==> src/hw/prd_defines.svh <==
// Purpose: Register offsets, field positions, reset values and scaling constants
// Assumes: Included by bare name from every design file but the package
// Notes: Inputs arrive in tenths of kPa and tenths of degC, so gains are scaled by 1/10
`ifndef PRD_DEFINES_SVH
`define PRD_DEFINES_SVH

// ------------------------------------------------------------
// Register map (byte addresses)
// ------------------------------------------------------------
`define PRD_ADDR_W 8
`define PRD_REG_CTRL 8'h00
`define PRD_REG_STATUS 8'h04
`define PRD_REG_PRESS 8'h08
`define PRD_REG_TEMP 8'h0c
`define PRD_REG_DEBOUNCE 8'h10
`define PRD_CTRL_SLEEP 0
`define PRD_DEBOUNCE_RST 16'h0010
`define PRD_SYNC_RST 4'h1
`define PRD_RESP_OKAY 2'h0
`define PRD_RESP_SLVERR 2'h2

// ------------------------------------------------------------
// Transfer functions
// ------------------------------------------------------------
`define PRD_P_GAIN 32'sh00000016
`define PRD_P_OFFSET (-32'sh00002260)
`define PRD_T_GAIN 32'sh0000000f
`define PRD_T_OFFSET 32'sh00001d4c
`define PRD_WORD_MAX 32'sh00007fff
`define PRD_WORD_MIN (-32'sh00008000)

// ------------------------------------------------------------
// Configuration memory check
// ------------------------------------------------------------
`define PRD_NVM_AW 4
`define PRD_NVM_LAST 4'hf
`define PRD_CSUM_GOOD 16'h0000

`endif

==> src/hw/prd_pkg.sv <==
// Purpose: Shared types of the pressure readout core
// Assumes: prd_defines.svh supplies numeric constants
// Notes: Status bits travel together as one packed struct
package prd_pkg;

  // ------------------------------------------------------------
  // Operating states
  // ------------------------------------------------------------
  typedef enum logic [1:0] {
    PRD_CHECK,
    PRD_RUN,
    PRD_SLEEP,
    PRD_FAIL
  } prd_state_t;

  // ------------------------------------------------------------
  // Status word, bit 6 first
  // ------------------------------------------------------------
  typedef struct packed {
    logic check_done;
    logic asleep;
    logic csum_fail;
    logic bridge_supply_fault_flag;
    logic bridge_check_fault_flag;
    logic t_updated;
    logic p_updated;
  } prd_status_t;

endpackage

==> src/hw/prd_debounce.sv <==
// Purpose: Debounce filter for the combined bridge comparator fault
// Assumes: Input already synchronised to mclk
// Notes: A threshold of zero behaves like one
`timescale 1ns/100ps
`include "prd_defines.svh"
module prd_debounce
  import prd_pkg::*;
(
  input wire logic mclk,
  input wire logic rst_b,
  input wire logic fault_raw,
  input wire logic [15:0] threshold,
  output logic fault_stable
);

  logic [15:0] run_cnt;

  // ------------------------------------------------------------
  // Count consecutive fault cycles; any clean cycle restarts
  // ------------------------------------------------------------
  always_ff @(posedge mclk or negedge rst_b)
  begin
    if (!rst_b)
      run_cnt <= 16'h0000;
    else if (!fault_raw)
      run_cnt <= 16'h0000;
    else if (run_cnt != 16'hffff)
      run_cnt <= run_cnt + 16'h0001; // Saturate so a long fault never wraps
  end

  // Level is high while the run has reached the threshold
  always_ff @(posedge mclk or negedge rst_b)
  begin
    if (!rst_b)
      fault_stable <= 1'b0;
    else
      fault_stable <= fault_raw && ({1'b0, run_cnt} + 17'h00001 >= {1'b0, threshold});
  end

  // ------------------------------------------------------------
  // Checks
  // ------------------------------------------------------------
  a_debounce_run: assert property (@(posedge mclk) disable iff (!rst_b)
    $rose(fault_stable) |-> $past(fault_raw)
    && ({1'b0, $past(run_cnt)} + 17'h00001 >= {1'b0, $past(threshold)}))
    else $error("debounce released before threshold");

  a_debounce_clear: assert property (@(posedge mclk) disable iff (!rst_b)
    !fault_raw |=> !fault_stable)
    else $error("debounce held without fault");

endmodule

==> src/hw/prd_readout.sv <==
// Purpose: Pressure and temperature readout, diagnostics, sleep and memory check
// Assumes: Samples and memory data on mclk; comparators and scl are asynchronous
// Notes: AXI4-Lite slave, one write and one read in flight at most
//
// Chosen here: the AXI4-Lite interface to the registers and the address map.
`timescale 1ns/100ps
`include "prd_defines.svh"
module prd_readout
  import prd_pkg::*;
(
  input wire logic mclk,
  input wire logic rst_b,
  input wire logic [`PRD_ADDR_W-1:0] s_axi_awaddr,
  input wire logic s_axi_awvalid,
  output logic s_axi_awready,
  input wire logic [31:0] s_axi_wdata,
  input wire logic [3:0] s_axi_wstrb,
  input wire logic s_axi_wvalid,
  output logic s_axi_wready,
  output logic [1:0] s_axi_bresp,
  output logic s_axi_bvalid,
  input wire logic s_axi_bready,
  input wire logic [`PRD_ADDR_W-1:0] s_axi_araddr,
  input wire logic s_axi_arvalid,
  output logic s_axi_arready,
  output logic [31:0] s_axi_rdata,
  output logic [1:0] s_axi_rresp,
  output logic s_axi_rvalid,
  input wire logic s_axi_rready,
  input wire logic [15:0] press_dkpa,
  input wire logic press_valid,
  input wire logic [15:0] temp_ddegc,
  input wire logic temp_valid,
  input wire logic scl_pin,
  input wire logic bridge_win_p_a,
  input wire logic bridge_win_n_a,
  input wire logic bridge_supply_bad_a,
  output logic [`PRD_NVM_AW-1:0] nvm_addr,
  input wire logic [15:0] nvm_rdata
);

  // ------------------------------------------------------------
  // Scaling with saturation to a 16-bit two's-complement word
  // ------------------------------------------------------------
  function automatic logic [15:0] prd_scale(input logic [15:0] x, input logic signed [31:0] gain,
                                            input logic signed [31:0] off);
    logic signed [31:0] acc;
    acc = 32'(signed'(x)) * gain + off;
    if (acc > `PRD_WORD_MAX)
      prd_scale = 16'h7fff;
    else if (acc < `PRD_WORD_MIN)
      prd_scale = 16'h8000;
    else
      prd_scale = acc[15:0];
  endfunction

  prd_state_t state;
  prd_status_t status;
  logic [15:0] p_word;
  logic [15:0] t_word;
  logic [15:0] debounce_thr;
  logic [3:0] sync_a;
  logic [3:0] sync_b;
  logic scl_prev;
  logic scl_rise;
  logic bc_stable;
  logic rd_vld;
  logic rd_last;
  logic [15:0] csum;
  logic [`PRD_ADDR_W-1:0] aw_addr;
  logic [31:0] w_data;
  logic [3:0] w_strb;
  logic wr_fire;
  logic sleep_cmd;
  logic rd_press;
  logic rd_temp;
  logic acquire;

  // ------------------------------------------------------------
  // Pin synchronisers: scl and the three comparator outputs
  // ------------------------------------------------------------
  always_ff @(posedge mclk or negedge rst_b)
  begin
    if (!rst_b)
    begin
      sync_a <= `PRD_SYNC_RST;
      sync_b <= `PRD_SYNC_RST;
      scl_prev <= 1'b1; // Scl idles high, so no false wake edge after reset
    end
    else
    begin
      sync_a <= {bridge_supply_bad_a, bridge_win_n_a, bridge_win_p_a, scl_pin};
      sync_b <= sync_a;
      scl_prev <= sync_b[0];
    end
  end
  // Each pin gets its own two stages; the window OR only sees settled levels
  assign scl_rise = sync_b[0] && !scl_prev;

  // Combined window fault is filtered before it may set the flag
  prd_debounce u_debounce (
    .mclk(mclk),
    .rst_b(rst_b),
    .fault_raw(sync_b[1] | sync_b[2]),
    .threshold(debounce_thr),
    .fault_stable(bc_stable)
  );

  // ------------------------------------------------------------
  // Power-up memory check: one word a cycle, data one cycle late
  // ------------------------------------------------------------
  always_ff @(posedge mclk or negedge rst_b)
  begin
    if (!rst_b)
    begin
      nvm_addr <= '0;
      rd_vld <= 1'b0;
      rd_last <= 1'b0;
      csum <= 16'h0000;
    end
    else if (state == PRD_CHECK)
    begin
      rd_vld <= !rd_last;
      rd_last <= (nvm_addr == `PRD_NVM_LAST) && !rd_last;
      if (nvm_addr != `PRD_NVM_LAST)
        nvm_addr <= nvm_addr + 1'b1;
      if (rd_vld)
        csum <= csum + nvm_rdata;
    end
    else
    begin
      rd_vld <= 1'b0;
      rd_last <= 1'b0;
    end
  end

  // ------------------------------------------------------------
  // Operating state
  // ------------------------------------------------------------
  assign sleep_cmd = wr_fire && aw_addr == `PRD_REG_CTRL && w_strb[0]
                     && w_data[`PRD_CTRL_SLEEP];
  always_ff @(posedge mclk or negedge rst_b)
  begin
    if (!rst_b)
      state <= PRD_CHECK;
    else
      unique case (state)
        PRD_CHECK:
          if (rd_last)
            state <= (csum + nvm_rdata == `PRD_CSUM_GOOD) ? PRD_RUN : PRD_FAIL;
        PRD_RUN:
          if (sleep_cmd)
            state <= PRD_SLEEP;
        PRD_SLEEP:
          if (scl_rise)
            state <= PRD_RUN;
        PRD_FAIL:
          state <= PRD_FAIL; // Idle for good; only a reset retries the check
      endcase
  end

  // ------------------------------------------------------------
  // Result words: written only while running
  // ------------------------------------------------------------
  assign acquire = state == PRD_RUN;
  always_ff @(posedge mclk or negedge rst_b)
  begin
    if (!rst_b)
    begin
      p_word <= 16'h0000;
      t_word <= 16'h0000;
    end
    else
    begin
      if (acquire && press_valid)
        p_word <= prd_scale(press_dkpa, `PRD_P_GAIN, `PRD_P_OFFSET);
      if (acquire && temp_valid)
        t_word <= prd_scale(temp_ddegc, `PRD_T_GAIN, `PRD_T_OFFSET);
    end
  end

  // ------------------------------------------------------------
  // Status flags; a new event beats a clear by read
  // ------------------------------------------------------------
  always_ff @(posedge mclk or negedge rst_b)
  begin
    if (!rst_b)
      status <= '0;
    else
    begin
      if (acquire && press_valid)
        status.p_updated <= 1'b1;
      else if (rd_press)
        status.p_updated <= 1'b0;
      if (acquire && temp_valid)
        status.t_updated <= 1'b1;
      else if (rd_temp)
        status.t_updated <= 1'b0;
      // Fault flags are sticky so a short fault is still seen
      if (bc_stable)
        status.bridge_check_fault_flag <= 1'b1;
      if (sync_b[3])
        status.bridge_supply_fault_flag <= 1'b1;
      status.csum_fail <= state == PRD_FAIL;
      status.asleep <= state == PRD_SLEEP;
      status.check_done <= state != PRD_CHECK;
    end
  end

  // ------------------------------------------------------------
  // AXI4-Lite write channel: address and data in either order
  // ------------------------------------------------------------
  assign wr_fire = !s_axi_awready && !s_axi_wready && !s_axi_bvalid;
  always_ff @(posedge mclk or negedge rst_b)
  begin
    if (!rst_b)
    begin
      s_axi_awready <= 1'b1;
      s_axi_wready <= 1'b1;
      s_axi_bvalid <= 1'b0;
      s_axi_bresp <= `PRD_RESP_OKAY;
      aw_addr <= '0;
      w_data <= 32'h00000000;
      w_strb <= 4'h0;
    end
    else
    begin
      if (s_axi_awvalid && s_axi_awready)
      begin
        s_axi_awready <= 1'b0;
        aw_addr <= s_axi_awaddr;
      end
      if (s_axi_wvalid && s_axi_wready)
      begin
        s_axi_wready <= 1'b0;
        w_data <= s_axi_wdata;
        w_strb <= s_axi_wstrb;
      end
      if (wr_fire)
      begin
        s_axi_bvalid <= 1'b1;
        s_axi_bresp <= (aw_addr == `PRD_REG_CTRL || aw_addr == `PRD_REG_DEBOUNCE
                        || aw_addr == `PRD_REG_STATUS || aw_addr == `PRD_REG_PRESS
                        || aw_addr == `PRD_REG_TEMP) ? `PRD_RESP_OKAY : `PRD_RESP_SLVERR;
      end
      else if (s_axi_bvalid && s_axi_bready)
      begin
        s_axi_bvalid <= 1'b0;
        s_axi_awready <= 1'b1;
        s_axi_wready <= 1'b1;
      end
    end
  end

  // Debounce threshold, written through its low byte lanes
  always_ff @(posedge mclk or negedge rst_b)
  begin
    if (!rst_b)
      debounce_thr <= `PRD_DEBOUNCE_RST;
    else if (wr_fire && aw_addr == `PRD_REG_DEBOUNCE)
    begin
      if (w_strb[0])
        debounce_thr[7:0] <= w_data[7:0];
      if (w_strb[1])
        debounce_thr[15:8] <= w_data[15:8];
    end
  end

  // ------------------------------------------------------------
  // AXI4-Lite read channel: data one cycle after the address
  // ------------------------------------------------------------
  assign rd_press = s_axi_arvalid && s_axi_arready && s_axi_araddr == `PRD_REG_PRESS;
  assign rd_temp = s_axi_arvalid && s_axi_arready && s_axi_araddr == `PRD_REG_TEMP;
  always_ff @(posedge mclk or negedge rst_b)
  begin
    if (!rst_b)
    begin
      s_axi_arready <= 1'b1;
      s_axi_rvalid <= 1'b0;
      s_axi_rdata <= 32'h00000000;
      s_axi_rresp <= `PRD_RESP_OKAY;
    end
    else if (s_axi_arvalid && s_axi_arready)
    begin
      s_axi_arready <= 1'b0;
      s_axi_rvalid <= 1'b1;
      s_axi_rresp <= `PRD_RESP_OKAY;
      unique case (s_axi_araddr)
        `PRD_REG_CTRL: s_axi_rdata <= {31'h00000000, state == PRD_SLEEP};
        `PRD_REG_STATUS: s_axi_rdata <= {25'h0000000, status};
        `PRD_REG_PRESS: s_axi_rdata <= {16'h0000, p_word};
        `PRD_REG_TEMP: s_axi_rdata <= {16'h0000, t_word};
        `PRD_REG_DEBOUNCE: s_axi_rdata <= {16'h0000, debounce_thr};
        default:
        begin
          s_axi_rdata <= 32'h00000000;
          s_axi_rresp <= `PRD_RESP_SLVERR;
        end
      endcase
    end
    else if (s_axi_rvalid && s_axi_rready)
    begin
      s_axi_rvalid <= 1'b0;
      s_axi_arready <= 1'b1;
    end
  end

  // ------------------------------------------------------------
  // Checks
  // ------------------------------------------------------------
  a_press_transfer: assert property (@(posedge mclk) disable iff (!rst_b)
    (state == PRD_RUN && press_valid)
    |=> p_word == prd_scale($past(press_dkpa), `PRD_P_GAIN, `PRD_P_OFFSET))
    else $error("pressure word mismatch");

  a_press_ceiling: assert property (@(posedge mclk) disable iff (!rst_b)
    (state == PRD_RUN && press_valid && !press_dkpa[15] && press_dkpa >= 16'h1800)
    |=> p_word == 16'h7fff)
    else $error("pressure not clamped at ceiling");

  a_press_under: assert property (@(posedge mclk) disable iff (!rst_b)
    (state == PRD_RUN && press_valid && $signed(press_dkpa) < $signed(16'h0190))
    |=> p_word[15])
    else $error("under-pressure not negative");

  a_temp_transfer: assert property (@(posedge mclk) disable iff (!rst_b)
    (state == PRD_RUN && temp_valid)
    |=> t_word == prd_scale($past(temp_ddegc), `PRD_T_GAIN, `PRD_T_OFFSET))
    else $error("temperature word mismatch");

  a_temp_under: assert property (@(posedge mclk) disable iff (!rst_b)
    (state == PRD_RUN && temp_valid && $signed(temp_ddegc) < $signed(16'hfe0c))
    |=> t_word[15])
    else $error("under-temperature not negative");

  a_sleep_frozen: assert property (@(posedge mclk) disable iff (!rst_b)
    (state == PRD_SLEEP) |=> $stable(p_word) && $stable(t_word))
    else $error("sample taken while asleep");

  a_wake_edge: assert property (@(posedge mclk) disable iff (!rst_b)
    (state == PRD_SLEEP && scl_rise) |=> state == PRD_RUN)
    else $error("no wake on scl rise");

  a_bridge_sticky: assert property (@(posedge mclk) disable iff (!rst_b)
    status.bridge_check_fault_flag |=> status.bridge_check_fault_flag)
    else $error("bridge fault flag dropped");

  a_supply_set: assert property (@(posedge mclk) disable iff (!rst_b)
    sync_b[3] |=> status.bridge_supply_fault_flag ##1 status.bridge_supply_fault_flag)
    else $error("supply fault not latched");

  a_csum_block: assert property (@(posedge mclk) disable iff (!rst_b)
    (state == PRD_FAIL) |=> $stable(p_word) && !$rose(status.p_updated)
    && !$rose(status.t_updated))
    else $error("results written after checksum failure");

  a_status_read: assert property (@(posedge mclk) disable iff (!rst_b)
    (s_axi_arvalid && s_axi_arready && s_axi_araddr == `PRD_REG_STATUS)
    |=> s_axi_rvalid && s_axi_rdata[3:2] == $past({status.bridge_supply_fault_flag,
                                                   status.bridge_check_fault_flag}))
    else $error("status read lost fault flags");

  c_sleep_wake: cover property (@(posedge mclk) disable iff (!rst_b)
    state == PRD_SLEEP ##1 state == PRD_RUN);
  c_csum_fail: cover property (@(posedge mclk) disable iff (!rst_b)
    state == PRD_CHECK ##1 state == PRD_FAIL);
  c_bridge_fault: cover property (@(posedge mclk) disable iff (!rst_b)
    $rose(status.bridge_check_fault_flag));
  c_under_press: cover property (@(posedge mclk) disable iff (!rst_b)
    $rose(p_word[15]));

endmodule

==> config.mk <==
export PLATFORM = sky130hd
export DESIGN_NAME = prd_readout
export DESIGN_NICKNAME = d
export VERILOG_FILES = /design/src/hw/prd_pkg.sv /design/src/hw/prd_debounce.sv /design/src/hw/prd_readout.sv
export VERILOG_INCLUDE_DIRS = /design/src /design/src/hw
export SDC_FILE = /design/constraint.sdc
export NUM_CORES = 1
export LEC_CHECK = 0
export ABC_AREA = 1
export ABC_CLOCK_PERIOD_IN_PS = 3470
export BUFFER_PORTS_ARGS = -buffer_cell sky130_fd_sc_hd__buf_2
export CORE_MARGIN = 2
export CORE_UTILIZATION = 40
export CTS_CLUSTER_DIAMETER = 150
export CTS_CLUSTER_SIZE = 28
export DETAILED_ROUTE_END_ITERATION = 8
export REMOVE_ABC_BUFFERS = 1
export SLEW_MARGIN = 25
export SYNTH_ARGS = -nofsm -noshare
export SYNTH_HDL_FRONTEND = slang
export SYNTH_SLANG_ARGS = --single-unit
==> constraint.sdc <==
create_clock -name mclk -period 3.47 [get_ports mclk]
set_input_delay 0.1735 -clock mclk [delete_from_list [all_inputs] [get_ports mclk]]
set_output_delay 0.1735 -clock mclk [all_outputs]
set_load 0.1 [all_outputs]
==> reports/qor.yml <==
status: "finished with violations"
violations: "negative setup slack"
final_nets: 2187
start_util: 0.4061
min_from: "s_axi_wdata[12]"
cts-root-buf: "clkbuf_16"
htreeDepth: 4
seqCellArea_um2: 3862
power.density_nw_per_um2: 677.3
place_inst: 2259
design_area_um2: 15280
grt_pass1_vias: 10530
syn_avg_cell_area_um2: 7.533
pwr-share-seq: 0.260
cts.sinks: 154
cp_data_required_time_ns: 3.82
hold_violations: 0
hold_end: "w_data[12]"
fin_worst_skew_ns: 0.01896
worstHoldPathCells: 3
place_worst_setup_slack_ns: -0.6113
drc: 0
syn_inst: 1649
worstRegToRegCells: 20
clk_latency_ns: 0.44
dieArea_um2: 32480
switchingPower_mw: 4.689
drtPass1Iterations: 5
hpwl_mm: 22.27
ys_ff_latch: 154
design.core.area_um2: 30590
start_kind: "primary input"
worstHoldPathType: "primary input to register"
power.static_leakage_nw: 8.443
antenna_cells: 0
grt_usage: 0.1789
place.gp.congestion: 0.8673
grt_start_max_net_pins: 67
cts_made_buffers: 17
reg2reg_from: "u_debounce.run_cnt[0]"
port_buffers: 121
maxCapViolCount: 0
sw_frac_of_total: 0.4529
routedWlPerCell_um: 12.09
worstSetupPathType: "primary input to register"
grt_pass1_wl_mm: 48.75
p_total_mw: 10.35
ir_drop_v: 0.0004159
vias_per_cell: 4.646
rows: 64
max_slew_margin: 0.4673
drive_gt1_frac: 0.2006
multi_input_area_um2: 7174
period_share: 1.024
critPathLaunch: "temp_ddegc[2]"
p_int_mw: 5.664
synth_edf_count: 0
clk_pin_slew_ns: 0.07
min_period_ns: 3.553
cts_tree: "yes"
fillerInstances: 3018
antenna_found_initial: 0
arrival_ns: 3.90
worst_pin_slew_ns: 0.7972
r2r_slack_ns: 0.40
ys_warn_count: 0
combinationalPowerShare: 0.572
dpl-instance-area_um2: 14270
syn2layout_area_growth_pct: 23.05
ant_nets: 0
finalSetupViolCount: 7
synthesis.area_um2: 12420
async_flop_share: 1.000
rsz0062_at_grt: "yes"
clock_path_buffers: 2
ios: 158
final_cell_count_no_fill: 2325
vias: 10800
worst_slack_ns: -0.08346
end_kind: "register"
grt-ovfl-total: 0
die_width_um: 180.2
final_cell_mix: "nand2_1 (397), inv_1 (345), dfrtp_1 (147), buf_2 (118), buf_4 (114)"
worstReg2RegEnd: "u_debounce.fault_stable"
cp_max_fo: 5
p_clk_frac: 0.168
yosysUniqueCellTypes: 52
yosysSeqAreaShare: 0.3109
first_iter_violations: 650
final_common_cell: "nand2_1"
die_h_um: 180.2
fmax_mhz: 281.4
setup_tns_ns: -0.3703
synth_ff_type: "dfrtp_1"
drt-total-wl_mm: 28.12
drv_slew: 0
==> cell type report <==
| type | count | share of cell area |
|---|---|---|
| multi-input combinational | 1119 | 0.4694 |
| tap | 396 | 0.03242 |
| clock inverter | 14 | 0.007367 |
| sequential | 154 | 0.2527 |
| inverter | 355 | 0.08734 |
| timing repair buffer | 269 | 0.1221 |
| clock buffer | 18 | 0.02873 |
==> routing by layer <==
layer  share of wire  global-route usage
met1            0.48              0.2359
met4           0.017             0.04968
met5               0                   0
met2            0.48              0.3081
met3           0.029             0.02385
==> logic make-up (layout without fill, tap and decap cells) <==
group	Yosys count	count (layout)	share of synthesized area
adder cells (fa/ha/maj)	158	158	0.1882
other	1	18	0.0003019
AND/OR/NAND/NOR	657	657	0.2268
XOR/XNOR	45	45	0.03173
flip-flops	154	154	0.3109
AO/OA/AOI/OAI	230	230	0.1059
buffers and inverters	393	656	0.1262
multiplexers	11	11	0.009972
==> what timing repair did <==
action | CTS | global route
hold buffers | 29 | 0
setup endpoints to repair | 15 | 16
pin swaps | 7 | 15
hold endpoints to repair | 77 | 0
resized for setup | 12 | 30
setup buffers | 4 | 1
==> synthesized netlist by cell type (16+ instances only) <==
cell type | count | area share
nand3_1 | 66 | 0.027
clkbuf_1 | 16 | 0.0048
a21oi_1 | 87 | 0.035
nand4_1 | 19 | 0.0096
o21ai_0 | 91 | 0.037
ha_1 | 110 | 0.11
inv_1 | 351 | 0.11
xnor2_1 | 18 | 0.013
dfrtp_1 | 147 | 0.30
nand2_1 | 405 | 0.12
xor2_1 | 27 | 0.019
buf_4 | 18 | 0.011
nor2_1 | 94 | 0.028
fa_1 | 48 | 0.077
nand2_2 | 31 | 0.016
==> power by group through the flow <==
stage	clock network (mW)	registers [mW]	logic (mW)
2_1_floorplan	0	3.11	3.67
3_3_place_gp	0	2.70	5.68
3_5_place_dp	0	2.72	5.77
4_1_cts	1.78	2.69	5.90
5_1_grt	1.86	2.76	6.73
6_report	1.74	2.69	5.92
==> how the worst max path moves through the flow <==
stage | cells past startpoint | slack [ns] | end
final | 25 | -0.08 | t_word[4]
after global routing | 25 | -0.36 | t_word[4]
after CTS | 24 | 0.002 | t_word[0]
after detailed placement | 26 | -0.61 | t_word[7]
after global placement | 26 | -0.58 | t_word[7]
after floorplan | 24 | -0.43 | t_word[0]
==> worst max-delay path: stages <==
cell,delay (ns)
buf_8,0.08
inv_4,0.03
fa_1,0.54
inv_2,0.05
ha_4,0.25
inv_2,0.03
fa_1,0.46
inv_1,0.07
ha_2,0.17
inv_2,0.04
fa_2,0.34
nand3b_1,0.18
nand2_2,0.12
nand4_1,0.10
nand3_2,0.10
nand2_1,0.05
o211ai_1,0.11
xor2_1,0.23
nand2_1,0.11
nor2_2,0.13
nand2_2,0.08
a21oi_2,0.18
buf_6,0.16
nand2_1,0.05
o21ai_1,0.06
==> state kept, by name, indices dropped and copies added (netlist names), 7 cells and up <==
register            cells
debounce_thr           16
w_data                 16
u_debounce.run_cnt     16
s_axi_rdata            16
p_word                 16
t_word                 16
status                  7
csum                   16
aw_addr                 8
==> metrics by stage <==
stage / utilization / hold slack, ns
floorplan: - / -0.1221
global placement: 0.4665 / 0.1741
detailed placement: 0.4665 / 0.1823
CTS: 0.4966 / 0.0003311
global route: 0.4997 / 0.01216
finish: 0.4997 / 0.007476
No activity file was read; power rests on OpenSTA's default activity.
